**src/logic/dtcsr_pkg.sv**
```systemverilog
// Constants and types shared by the trigger register bank and its access path.
// Assumes a 64-bit debug width; the effective width may drop to 32 per access.
package dtcsr_pkg;
   localparam int DTC_DW = 64;
   localparam int DTC_AW = 12;
   localparam int DTC_HALF = 32;

   // Register numbers on the access path
   localparam logic [11:0] DTC_A_SUP_CTX = 12'h5a8;
   localparam logic [11:0] DTC_A_HYP_CTX = 12'h6a8;
   localparam logic [11:0] DTC_A_SEL = 12'h7a0;
   localparam logic [11:0] DTC_A_CFG = 12'h7a1;
   localparam logic [11:0] DTC_A_CMP = 12'h7a2;
   localparam logic [11:0] DTC_A_EXT = 12'h7a3;
   localparam logic [11:0] DTC_A_INFO = 12'h7a4;
   localparam logic [11:0] DTC_A_ENCTL = 12'h7a5;
   localparam logic [11:0] DTC_A_MACH_CTX = 12'h7a8;
   localparam logic [11:0] DTC_A_MS_CTX = 12'h7aa;

   // Config word layout at full and at half width
   localparam int DTC_KIND_LSB64 = 60;
   localparam int DTC_OWN_BIT64 = 59;
   localparam int DTC_DATA_W64 = 59;
   localparam int DTC_KIND_LSB32 = 28;
   localparam int DTC_OWN_BIT32 = 27;
   localparam int DTC_DATA_W32 = 27;

   typedef enum logic [3:0] {
      DTC_K_NONE = 4'h0,
      DTC_K_LEGACY = 4'h1,
      DTC_K_ADDR_DATA_MATCH = 4'h2,
      DTC_K_INSN_COUNT = 4'h3,
      DTC_K_INTERRUPT = 4'h4,
      DTC_K_EXCEPTION = 4'h5,
      DTC_K_ADDR_DATA_MATCH_NEW = 4'h6,
      DTC_K_EXT_SOURCE = 4'h7,
      DTC_K_CUSTOM0 = 4'hc,
      DTC_K_CUSTOM1 = 4'hd,
      DTC_K_CUSTOM2 = 4'he,
      DTC_K_DISABLED = 4'hf
   } dtc_kind_e;

   typedef enum logic [1:0] {
      DTC_PRIV_U = 2'h0,
      DTC_PRIV_S = 2'h1,
      DTC_PRIV_M = 2'h3
   } dtc_priv_e;

   // Capability info: one bit per kind; absent trigger shows bit 0 only
   localparam logic [15:0] DTC_INFO_DEFAULT = 16'h8048;
   localparam logic [15:0] DTC_INFO_NONE = 16'h0001;
   localparam logic [7:0] DTC_VERSION = 8'h01;
   localparam int DTC_MTE_BIT = 3;
   localparam int DTC_MPTE_BIT = 7;

   // Values after reset
   localparam logic [63:0] DTC_RST_WORD = 64'h0;
   localparam dtc_kind_e DTC_RST_KIND = DTC_K_DISABLED;
   localparam logic DTC_RST_BIT = 1'b0;

   // Access-path controller registers and fields
   localparam logic [3:0] DTC_H_CTRL = 4'h0;
   localparam logic [3:0] DTC_H_WDATA = 4'h1;
   localparam logic [3:0] DTC_H_RDATA = 4'h2;
   localparam logic [3:0] DTC_H_STAT = 4'h3;
   localparam int DTC_C_WE = 12;
   localparam int DTC_C_GO = 13;
   localparam int DTC_C_PRIV = 14;
   localparam int DTC_C_DBG = 16;
   localparam int DTC_C_X32 = 17;
   localparam int DTC_CTRL_W = 18;
   localparam int DTC_S_BUSY = 0;
   localparam int DTC_S_DONE = 1;
   localparam int DTC_S_ILL = 2;

   typedef enum logic [1:0] {
      DTC_H_IDLE = 2'b00,
      DTC_H_ISSUE = 2'b01,
      DTC_H_WAIT = 2'b11
   } dtc_hstate_e;
endpackage : dtcsr_pkg

```
**src/logic/dtcsr_if.sv**
```systemverilog
// Register access path between the hart side and the trigger register bank.
// Both ends run on one clock; the bank answers one cycle after each request.
`timescale 1ns/10ps
interface dtcsr_if;
   logic req;
   logic we;
   logic [dtcsr_pkg::DTC_AW-1:0] addr;
   logic [dtcsr_pkg::DTC_DW-1:0] wdata;
   dtcsr_pkg::dtc_priv_e priv;
   logic dbg;
   logic xlen32;
   logic ack;
   logic illegal;
   logic [dtcsr_pkg::DTC_DW-1:0] rdata;

   modport device (
      input req, we, addr, wdata, priv, dbg, xlen32,
      output ack, illegal, rdata
   );
   modport hart (
      output req, we, addr, wdata, priv, dbg, xlen32,
      input ack, illegal, rdata
   );
endinterface : dtcsr_if

```
**src/logic/dtcsr_slot.sv**
```systemverilog
// Storage and write legalizing for one trigger: config, compare and extra word.
// Assumes the bank has already gated the strobes and widened the write data.
`timescale 1ns/10ps
module dtcsr_slot #(
   parameter logic [15:0] KIND_MASK = dtcsr_pkg::DTC_INFO_DEFAULT
) (
   input logic clk,
   input logic rst,
   input logic wr_cfg,
   input logic wr_cmp,
   input logic wr_ext,
   input logic dbg,
   input logic [dtcsr_pkg::DTC_DW-1:0] cfg_wdata,
   input logic [dtcsr_pkg::DTC_DW-1:0] cmp_wdata,
   input logic [dtcsr_pkg::DTC_DW-1:0] ext_wdata,
   output logic [dtcsr_pkg::DTC_DW-1:0] cfg,
   output logic [dtcsr_pkg::DTC_DW-1:0] cmp,
   output logic [dtcsr_pkg::DTC_DW-1:0] ext
);
   import dtcsr_pkg::*;

   dtc_kind_e kind;
   dtc_kind_e next_kind;
   logic own;
   logic [DTC_DATA_W64-1:0] data;
   logic [DTC_DATA_W64-1:0] next_data;
   logic [3:0] wkind;

   assign wkind = cfg_wdata[DTC_KIND_LSB64 +: 4];

   always_comb begin
      if (cfg_wdata == DTC_RST_WORD) begin
         next_kind = DTC_K_DISABLED;
      end else if (KIND_MASK[wkind] && wkind != DTC_K_NONE && wkind != DTC_K_LEGACY) begin
         next_kind = dtc_kind_e'(wkind);
      end else begin
         // Unsupported or reserved kinds fall back to a disabled trigger
         next_kind = DTC_K_DISABLED;
      end
      // Disabled kind keeps nothing but the owner flag
      next_data = (next_kind == DTC_K_DISABLED) ? '0 : cfg_wdata[DTC_DATA_W64-1:0];
   end

   always_ff @(posedge clk) begin
      if (rst) begin
         kind <= DTC_RST_KIND;
         data <= '0;
      end else if (wr_cfg) begin
         kind <= next_kind;
         data <= next_data;
      end
   end

   always_ff @(posedge clk) begin
      if (rst) begin
         own <= DTC_RST_BIT;
      end else if (wr_cfg && dbg) begin
         own <= cfg_wdata[DTC_OWN_BIT64];
      end
   end

   // Any compare/extra value is held as written, whatever the kind
   always_ff @(posedge clk) begin
      if (rst) begin
         cmp <= DTC_RST_WORD;
      end else if (wr_cmp) begin
         cmp <= cmp_wdata;
      end
   end

   always_ff @(posedge clk) begin
      if (rst) begin
         ext <= DTC_RST_WORD;
      end else if (wr_ext) begin
         ext <= ext_wdata;
      end
   end

   assign cfg = {kind, own, data};
endmodule : dtcsr_slot

```
**src/logic/dtcsr_dev.sv**
```systemverilog
// Debug trigger register bank: selection, per-trigger words, contexts, control.
// Assumes the hart presents one access per request and takes the answer a cycle later.
//
// The strobed register port was decided locally.
`timescale 1ns/10ps
module dtcsr_dev #(
   parameter int NTRIG = 4,
   parameter logic [15:0] KIND_MASK = dtcsr_pkg::DTC_INFO_DEFAULT
) (
   input logic REF_CLK,
   input logic SRST,
   dtcsr_if.device csr,
   input logic TRAP_TO_M,
   input logic MRET,
   output logic [NTRIG*dtcsr_pkg::DTC_DW-1:0] TRIG_CFG,
   output logic [NTRIG*dtcsr_pkg::DTC_DW-1:0] TRIG_CMP,
   output logic [NTRIG*dtcsr_pkg::DTC_DW-1:0] TRIG_EXT,
   output logic TRIG_M_EN,
   output logic [dtcsr_pkg::DTC_DW-1:0] MACH_CTX,
   output logic [dtcsr_pkg::DTC_DW-1:0] SUP_CTX,
   output logic [dtcsr_pkg::DTC_DW-1:0] MS_CTX
);
   import dtcsr_pkg::*;

   localparam int IDXW = (NTRIG > 1) ? $clog2(NTRIG) : 1;

   logic [DTC_DW-1:0] tsel;
   logic [DTC_DW-1:0] mach_ctx;
   logic [DTC_DW-1:0] sup_ctx;
   logic [DTC_DW-1:0] ms_ctx;
   logic mte;
   logic mpte;
   logic [DTC_DW-1:0] cfg_arr [NTRIG];
   logic [DTC_DW-1:0] cmp_arr [NTRIG];
   logic [DTC_DW-1:0] ext_arr [NTRIG];
   logic [IDXW-1:0] idx;
   logic sel_ok;
   logic m_ok;
   logic s_ok;
   logic impl;
   logic allowed;
   logic take;
   logic wr;
   logic own_lock;
   logic tw;
   logic [15:0] info;
   logic [DTC_DW-1:0] sel_cfg;
   logic [DTC_DW-1:0] sel_cmp;
   logic [DTC_DW-1:0] sel_ext;
   logic [DTC_DW-1:0] ctl_word;
   logic [DTC_DW-1:0] rd_full;
   logic [DTC_DW-1:0] rd_val;
   logic [DTC_DW-1:0] w_cfg;
   logic [DTC_DW-1:0] w_sext;
   logic [DTC_DW-1:0] w_zext;

   assign m_ok = csr.dbg || (csr.priv == DTC_PRIV_M);
   assign s_ok = m_ok || (csr.priv == DTC_PRIV_S);

   // Indices past the last trigger expose an absent trigger
   assign sel_ok = (tsel < DTC_DW'(NTRIG));
   assign idx = tsel[IDXW-1:0];
   assign sel_cfg = sel_ok ? cfg_arr[idx] : '0;
   assign sel_cmp = sel_ok ? cmp_arr[idx] : '0;
   assign sel_ext = sel_ok ? ext_arr[idx] : '0;
   assign info = sel_ok ? KIND_MASK : DTC_INFO_NONE;

   always_comb begin
      ctl_word = '0;
      ctl_word[DTC_MTE_BIT] = mte;
      ctl_word[DTC_MPTE_BIT] = mpte;
   end

   // Half-width writes land in full-width field positions, hidden bits cleared except on compare/extra, which sign-extend
   assign w_cfg = csr.xlen32 ? {csr.wdata[DTC_KIND_LSB32 +: 4], csr.wdata[DTC_OWN_BIT32],
      {(DTC_DATA_W64-DTC_DATA_W32){1'b0}}, csr.wdata[DTC_DATA_W32-1:0]} : csr.wdata;
   assign w_sext = csr.xlen32 ? {{DTC_HALF{csr.wdata[DTC_HALF-1]}}, csr.wdata[DTC_HALF-1:0]}
      : csr.wdata;
   assign w_zext = csr.xlen32 ? {{DTC_HALF{1'b0}}, csr.wdata[DTC_HALF-1:0]} : csr.wdata;

   always_comb begin
      impl = 1'b1;
      allowed = m_ok;
      rd_full = '0;
      if (csr.addr == DTC_A_SUP_CTX) begin
         allowed = s_ok;
         rd_full = sup_ctx;
      end else if (csr.addr == DTC_A_HYP_CTX) begin
         // Alias of the machine context for hypervisor software
         allowed = s_ok;
         rd_full = mach_ctx;
      end else if (csr.addr == DTC_A_MS_CTX) begin
         allowed = s_ok;
         rd_full = ms_ctx;
      end else if (csr.addr == DTC_A_SEL) begin
         rd_full = tsel;
      end else if (csr.addr == DTC_A_CFG) begin
         rd_full = sel_cfg;
      end else if (csr.addr == DTC_A_CMP) begin
         rd_full = sel_cmp;
      end else if (csr.addr == DTC_A_EXT) begin
         rd_full = sel_ext;
      end else if (csr.addr == DTC_A_INFO) begin
         rd_full = {{DTC_HALF{1'b0}}, DTC_VERSION, 8'h00, info};
      end else if (csr.addr == DTC_A_ENCTL) begin
         rd_full = ctl_word;
      end else if (csr.addr == DTC_A_MACH_CTX) begin
         rd_full = mach_ctx;
      end else begin
         impl = 1'b0;
      end
   end

   // Read side of the width change: config fields move, others truncate
   always_comb begin
      if (!csr.xlen32) begin
         rd_val = rd_full;
      end else if (csr.addr == DTC_A_CFG) begin
         rd_val = {{DTC_HALF{1'b0}}, rd_full[DTC_KIND_LSB64 +: 4], rd_full[DTC_OWN_BIT64],
            rd_full[DTC_DATA_W32-1:0]};
      end else begin
         rd_val = {{DTC_HALF{1'b0}}, rd_full[DTC_HALF-1:0]};
      end
   end

   assign take = csr.req && impl && allowed;
   assign wr = take && csr.we;
   // Owned trigger drops non-debug writes silently, no exception
   assign own_lock = sel_cfg[DTC_OWN_BIT64] && !csr.dbg;
   assign tw = wr && sel_ok && !own_lock;

   generate
      for (genvar i = 0; i < NTRIG; i++) begin : g_slot
         logic hit;
         assign hit = tw && (idx == IDXW'(i));
         dtcsr_slot #(
            .KIND_MASK(KIND_MASK)
         ) u_slot (
            .clk(REF_CLK),
            .rst(SRST),
            .wr_cfg(hit && (csr.addr == DTC_A_CFG)),
            .wr_cmp(hit && (csr.addr == DTC_A_CMP)),
            .wr_ext(hit && (csr.addr == DTC_A_EXT)),
            .dbg(csr.dbg),
            .cfg_wdata(w_cfg),
            .cmp_wdata(w_sext),
            .ext_wdata(w_sext),
            .cfg(cfg_arr[i]),
            .cmp(cmp_arr[i]),
            .ext(ext_arr[i])
         );
         assign TRIG_CFG[i*DTC_DW +: DTC_DW] = cfg_arr[i];
         assign TRIG_CMP[i*DTC_DW +: DTC_DW] = cmp_arr[i];
         assign TRIG_EXT[i*DTC_DW +: DTC_DW] = ext_arr[i];
      end
   endgenerate

   always_ff @(posedge REF_CLK) begin
      if (SRST) begin
         tsel <= DTC_RST_WORD;
      end else if (wr && (csr.addr == DTC_A_SEL)) begin
         tsel <= w_zext;
      end
   end

   always_ff @(posedge REF_CLK) begin
      if (SRST) begin
         mach_ctx <= DTC_RST_WORD;
      end else if (wr && (csr.addr == DTC_A_MACH_CTX || csr.addr == DTC_A_HYP_CTX)) begin
         mach_ctx <= w_zext;
      end
   end

   always_ff @(posedge REF_CLK) begin
      if (SRST) begin
         sup_ctx <= DTC_RST_WORD;
      end else if (wr && (csr.addr == DTC_A_SUP_CTX)) begin
         sup_ctx <= w_zext;
      end
   end

   always_ff @(posedge REF_CLK) begin
      if (SRST) begin
         ms_ctx <= DTC_RST_WORD;
      end else if (wr && (csr.addr == DTC_A_MS_CTX)) begin
         ms_ctx <= w_zext;
      end
   end

   // Trap entry and return beat a software write in the same cycle
   always_ff @(posedge REF_CLK) begin
      if (SRST) begin
         mte <= DTC_RST_BIT;
         mpte <= DTC_RST_BIT;
      end else if (TRAP_TO_M) begin
         mpte <= mte;
         mte <= 1'b0;
      end else if (MRET) begin
         mte <= mpte;
      end else if (wr && (csr.addr == DTC_A_ENCTL)) begin
         mte <= csr.wdata[DTC_MTE_BIT];
         mpte <= csr.wdata[DTC_MPTE_BIT];
      end
   end

   // Answer carries the value before this access's write
   always_ff @(posedge REF_CLK) begin
      if (SRST) begin
         csr.ack <= 1'b0;
         csr.illegal <= 1'b0;
         csr.rdata <= '0;
      end else begin
         csr.ack <= csr.req;
         csr.illegal <= csr.req && !take;
         csr.rdata <= take ? rd_val : '0;
      end
   end

   assign TRIG_M_EN = mte;
   assign MACH_CTX = mach_ctx;
   assign SUP_CTX = sup_ctx;
   assign MS_CTX = ms_ctx;
endmodule : dtcsr_dev

```
**src/flat_wrapper.sv**
```systemverilog
// flat-port wrapper written by rule: the top's interface ports become plain ports
module dtcsr_dev_flat import dtcsr_pkg::*;
#(
   parameter int NTRIG = 4,
   parameter logic [15:0] KIND_MASK = dtcsr_pkg::DTC_INFO_DEFAULT
)
  (REF_CLK, SRST, TRAP_TO_M, MRET, TRIG_CFG, TRIG_CMP, TRIG_EXT, TRIG_M_EN, MACH_CTX, SUP_CTX, MS_CTX, csr_req, csr_we, csr_addr, csr_wdata, csr_priv, csr_dbg, csr_xlen32, csr_ack, csr_illegal, csr_rdata);
  dtcsr_if csr_i ();
  input logic REF_CLK;
  input logic SRST;
  input logic TRAP_TO_M;
  input logic MRET;
  output logic [NTRIG*dtcsr_pkg::DTC_DW-1:0] TRIG_CFG;
  output logic [NTRIG*dtcsr_pkg::DTC_DW-1:0] TRIG_CMP;
  output logic [NTRIG*dtcsr_pkg::DTC_DW-1:0] TRIG_EXT;
  output logic TRIG_M_EN;
  output logic [dtcsr_pkg::DTC_DW-1:0] MACH_CTX;
  output logic [dtcsr_pkg::DTC_DW-1:0] SUP_CTX;
  output logic [dtcsr_pkg::DTC_DW-1:0] MS_CTX;
  input wire logic [$bits(csr_i.req)-1:0] csr_req;
  input wire logic [$bits(csr_i.we)-1:0] csr_we;
  input wire logic [$bits(csr_i.addr)-1:0] csr_addr;
  input wire logic [$bits(csr_i.wdata)-1:0] csr_wdata;
  input wire logic [$bits(csr_i.priv)-1:0] csr_priv;
  input wire logic [$bits(csr_i.dbg)-1:0] csr_dbg;
  input wire logic [$bits(csr_i.xlen32)-1:0] csr_xlen32;
  output wire logic [$bits(csr_i.ack)-1:0] csr_ack;
  output wire logic [$bits(csr_i.illegal)-1:0] csr_illegal;
  output wire logic [$bits(csr_i.rdata)-1:0] csr_rdata;
  assign csr_i.req = csr_req;
  assign csr_i.we = csr_we;
  assign csr_i.addr = csr_addr;
  assign csr_i.wdata = csr_wdata;
  assign csr_i.priv = csr_priv;
  assign csr_i.dbg = csr_dbg;
  assign csr_i.xlen32 = csr_xlen32;
  assign csr_ack = csr_i.ack;
  assign csr_illegal = csr_i.illegal;
  assign csr_rdata = csr_i.rdata;
  dtcsr_dev #(.NTRIG(NTRIG), .KIND_MASK(KIND_MASK)) u_core (.REF_CLK(REF_CLK), .SRST(SRST), .csr(csr_i), .TRAP_TO_M(TRAP_TO_M), .MRET(MRET), .TRIG_CFG(TRIG_CFG), .TRIG_CMP(TRIG_CMP), .TRIG_EXT(TRIG_EXT), .TRIG_M_EN(TRIG_M_EN), .MACH_CTX(MACH_CTX), .SUP_CTX(SUP_CTX), .MS_CTX(MS_CTX));
endmodule
```
**config.mk**
```make
export PLATFORM = sky130hd
export DESIGN_NAME = dtcsr_dev_flat
export DESIGN_NICKNAME = d
export VERILOG_FILES = /design/src/logic/dtcsr_pkg.sv /design/src/logic/dtcsr_if.sv /design/src/logic/dtcsr_slot.sv /design/src/logic/dtcsr_dev.sv /design/src/flat_wrapper.sv
export SDC_FILE = /design/constraint.sdc
export NUM_CORES = 2
export LEC_CHECK = 0
export BUFFER_PORTS_ARGS = -buffer_cell sky130_fd_sc_hd__buf_2
export CAP_MARGIN = 10
export CELL_PAD_IN_SITES_DETAIL_PLACEMENT = 1
export CELL_PAD_IN_SITES_GLOBAL_PLACEMENT = 1
export CORE_AREA = 4 4 435 437
export CTS_CLUSTER_SIZE = 16
export DETAILED_ROUTE_END_ITERATION = 8
export DIE_AREA = 0 0 439 441
export PLACE_DENSITY = 0.6
export RECOVER_POWER = 100
export SLEW_MARGIN = 40
export SYNTH_ARGS = -nofsm -noshare
export SYNTH_HDL_FRONTEND = slang
export SYNTH_SLANG_ARGS = --single-unit
```
**constraint.sdc**
```tcl
create_clock -name REF_CLK -period 3.5 [get_ports REF_CLK]
set_input_delay 0.35 -clock REF_CLK [delete_from_list [all_inputs] [get_ports REF_CLK]]
set_output_delay 0.35 -clock REF_CLK [all_outputs]
set_load 0.01 [all_outputs]
```
==> metrics list <==
- The run finished, with violations left.
- Violations in the final reports: capacitance limit, slew limit, setup timing
- Global routing finished with a remaining overflow of 0.
- Startpoint of the most critical register-to-register path: u_core.tsel[63]$_SDFFE_PP0P_
- Number of hold-slack violations in the final timing report: 0
- F_max: 0.282 GHz
- During synthesis, Yosys emitted a total of 0 warnings.
* Clock-pin slew of the registers on the worst-case setup and hold paths: 0.06 ns
* Number of antenna violations at the first check in global routing: 35
- Worst IR Drop VDD: roughly 0.0004 V
- The synthesized netlist occupies a cell area of 46100 sq um.
- Mean Syn Cell Area: 8.93 sq um
- Final WL: 290000 um
- IO Port Bufs: 1112
- The analysis attributes to cell leakage a power of 18.5 nW.
- # placed instances: 8473
- Setup crit start kind: register
- Power spread over the standard cell area amounts to between 400 and 500 nW/um^2.
- The synthesized design contains 0 enable-type register cells.
- The critical path is of the register to register type.
- Dividing the detail-routed wire length by the instance count gives 33.1 um.
* Share of flip-flops with an asynchronous set or reset: 0%
* H-tree depth: 4
- For this run, the number of standard cells in the final layout without fillers is 8742.
- Synthesis produced 5161 cells.
- CTS root buffer: clkbuf_16
* Last weighted congestion value of the routability-driven placer: 0.917
* GR Util All Layers: 28.6%
- Data on the critical path arrives at its endpoint at 4.21 ns.
- Crit share post-route: 101%
- The worst hold path terminates at u_core.MS_CTX[48]$_SDFFE_PP0P_.
* Slowest cell delay on critical path: 0.57 ns
* Site Rows: 158
- Fin crit period: 3.55 ns
* Via-to-Cell Ratio: 5.48
* Relative max-transition margin: -7.03%
- Fraction of final layout cells sized beyond drive strength 1: 12.4%
- Clock Skew: between 0.02 and 0.03 ns
* Cell type group with the largest total delay on the critical path: simple AND/OR/NAND/NOR gates
- CORE AREA: between 150000 and 200000 sq um
* Total via count after detailed routing: 47900
* Critical Path Sink Type: register
- Routed Antenna Nets: 0
* Slew Viols, Final: 59
- Entering global routing, the biggest net connects 132 pins.
* Sequential-to-total area share from yosys stat: 47.4%
- Die footprint: 194000 sq um
- Die span in x: 439 um
- Setup violations remaining at the end of the flow were counted as 16.
- In this run, synthesis produced a sequential element count of ~1100.
* Count of buffering cells on the critical path with inverters included: 2
* Wire length of the first global-routing pass: 393000 um
- The endpoint identified for the worst register-to-register timing path is u_core.g_slot[0].u_slot.data[12]$_SDFFE_PP0P_.
- Critical hold path startpoint: SRST
- In this run the worst hold path is classified as primary input to register.
- Max Cap Violations: 1
- The slowest stage of the critical path belongs to the cell or4_4.
- Maximum buffer depth of the clock tree: 3
- TritonCTS built the clock tree.
- When the netlist entered floorplanning its net count stood at 5247.
* Top cells by area in the synthesized netlist: dfxtp_1 (47%), mux4_2 (9.4%), nand2_1 (9.2%)
- Among all flip-flop cells after synthesis, the most frequent one is dfxtp_1.
* First drt pass iteration count: 6
- The tree built by TritonCTS fans out to 1092 sinks.
- Reg-to-reg setup timing slack: -0.05 ns
- At the end of the flow the core is filled with cells to 31.8%.
- The worst hold path passes through 2 cells.
- Unrepaired setup endpoints after global routing: false
- Depth of the most critical reg-to-reg path: 9
- Layout-stage area growth over the synthesis result: 27.7%
* HPWL Detailed: ~220000 um
- Cts bufs inserted: 138
- Once the floorplan was initialized, standard cells occupied 24.9% of the core.
- Total Power: between 20 and 30 mW
* Worst path setup slack after routing: -0.0519 ns
- Violation count after the first detailed-routing iteration: between 5000 and 6000
- Number of unique standard cell types used by synthesis: 61
- For the pin with the worst max-slew slack, the measured transition is 1.61 ns.
- STA puts the critical path data required time at roughly 4.2 ns.
- # DRC: 0
- The top cell type by area accounts for 47.4% of the synthesized area.
- At the end of the flow, the number of nets in the layout was ~6200.
* Number of ports placed on the die boundary: 1113
* Cell type with the largest total area after synthesis: dfxtp_1
* Die span in y: 441 um
- Number of global-route vias before repair: 46400
- The later pin in the worst-skew pair is clocked with a latency of 0.80 ns.
- Critical path, cell by cell: nor4_1, nand4_1, nor4_2, o2111ai_2, buf_12, or4_4, buf_8, nand3b_1, o21ai_0
- Of all nets on the critical path, the largest fanout is 63.
[flip-flops by register name (all words and copies together) (netlist names), 4 cells and up]
signal                     flops
u_core.MACH_CTX               64
u_core.g_slot.u_slot.ext     256
u_core.MS_CTX                 64
u_core.SUP_CTX                64
u_core.csr.rdata              64
u_core.g_slot.u_slot.kind     16
u_core.tsel                   64
u_core.g_slot.u_slot.own       4
u_core.g_slot.u_slot.data    236
u_core.g_slot.u_slot.cmp     256
[power by group]
group / internal (mW) / switching, mW / leakage, nW / total [mW]
registers: 12.4 / 0.00149 / 8.79 / 12.4
logic: 0.257 / 0.681 / 7.52 / 0.938
clock network: 8.38 / 5.97 / 2.16 / 14.3
[Yosys cell counts (10+ instances only)]
master,count
a21oi_1,596
a222oi_1,42
a22o_1,42
a22oi_1,27
buf_1,30
buf_2,75
clkbuf_1,405
dfxtp_1,1092
mux4_2,192
nand2_1,1133
nand2b_1,12
nand3b_1,492
nor2_1,108
nor2b_1,44
nor3_1,43
nor4_1,26
nor4_2,11
o211ai_1,19
o21ai_0,435
o21ai_1,95
o21bai_1,32
o221ai_1,25
o22a_1,10
o22ai_1,36
or4_1,15
[worst max-delay path by stage]
| stage | start | endpoint | slack [ns] | cells after the start |
|---|---|---|---|---|
| CTS | u_core.tsel[40]$_SDFFE_PP0P_ | u_core.g_slot[1].u_slot.cmp[23]$_SDFFE_PP0P_ | 0.008 | 11 |
| global placement | csr_addr[6] | u_core.csr.rdata[27]$_SDFF_PP0_ | -0.72 | 12 |
| detailed placement | csr_addr[6] | u_core.csr.rdata[27]$_SDFF_PP0_ | -0.59 | 13 |
| global route | u_core.tsel[18]$_SDFFE_PP0P_ | u_core.g_slot[3].u_slot.ext[48]$_SDFFE_PP0P_ | 0.008 | 10 |
| finish | u_core.tsel[63]$_SDFFE_PP0P_ | u_core.g_slot[0].u_slot.data[12]$_SDFFE_PP0P_ | -0.05 | 9 |
| floorplan | csr_addr[6] | u_core.g_slot[3].u_slot.data[12]$_SDFFE_PP0P_ | 0.57 | 13 |
[placed cells by master, fill, tap and decap left out, types with 23 or more instances in the layout]
cell,count
o221ai_1,25
nor2b_1,42
dfxtp_1,1090
buf_12,57
a22o_1,42
buf_2,84
o22ai_1,36
nor2_1,103
dlygate4sd3_1,23
o21ai_0,516
o21bai_1,25
nand2_1,1132
a22oi_1,24
buf_4,144
clkbuf_16,147
a21oi_1,594
clkbuf_1,1081
nor3_1,42
nand3b_1,492
mux4_2,192
a222oi_1,42
[layout make-up]
cell class / count / area [sq um]
diodes: 11 / 27.5
inverters: 3 / 11.3
clock buffers: 204 / 4100
repair buffers: 1378 / 7030
flip-flops and latches: 1092 / 21900
fillers: 22200 / 126000
clock inverters: 30 / 315
well taps: 2480 / 3100
multi-input cells: 3544 / 22400
[timing repair]
| action | in CTS | in global routing |
|---|---|---|
| setup endpoints to repair | 76 | 25 |
| hold buffers | 23 | 0 |
| resized for setup | 3 | 1 |
| endpoints found under the hold margin | 132 | 0 |
| pin swaps | 0 | 1 |
| setup buffers | 0 | 1 |
[metal layers]
layer | global-route usage (%) | vias to the layer above | wire length, um
met4 | 14.5 | 14 | 17300
met2 | 42.6 | 2267 | 125000
met3 | 6.69 | 535 | 23500
met1 | 38.4 | 24800 | 124000
li1 | - | 20300 | -
met5 | 0 | - | 86
[kinds of logic after synthesis]
kind of cell / synth area share [%]
AOI/OAI and AO/OA: 17.4
and+or+nand+nor: 20.9
muxes: 9.56
buffers and inverters: 4.64
xor gates and xnor gates: 0.0950
DFF: 47.4
[per-stage QoR]
step           TNS [ns]  hold slack [ns]  instance area (sq um)  setup slack (ns)
2_1_floorplan         0            0.440                  46100             0.573
3_3_place_gp      -8.24            0.448                  55600            -0.720
3_5_place_dp      -6.55            0.458                  55700            -0.587
4_1_cts               0          0.00197                  60300           0.00779
5_1_grt               0           0.0387                  58800           0.00774
6_report         -0.355           0.0401                  58800           -0.0519
[worst register-to-register path, cell delays in order (launching register included)]
cell       delay, ns
dfxtp_1         0.38
nor4_1          0.47
nand4_1         0.28
nor4_2          0.55
o2111ai_2       0.30
buf_12          0.23
or4_4           0.57
buf_8           0.21
nand3b_1        0.33
o21ai_0         0.09
No activity file was read; power rests on OpenSTA's default activity.
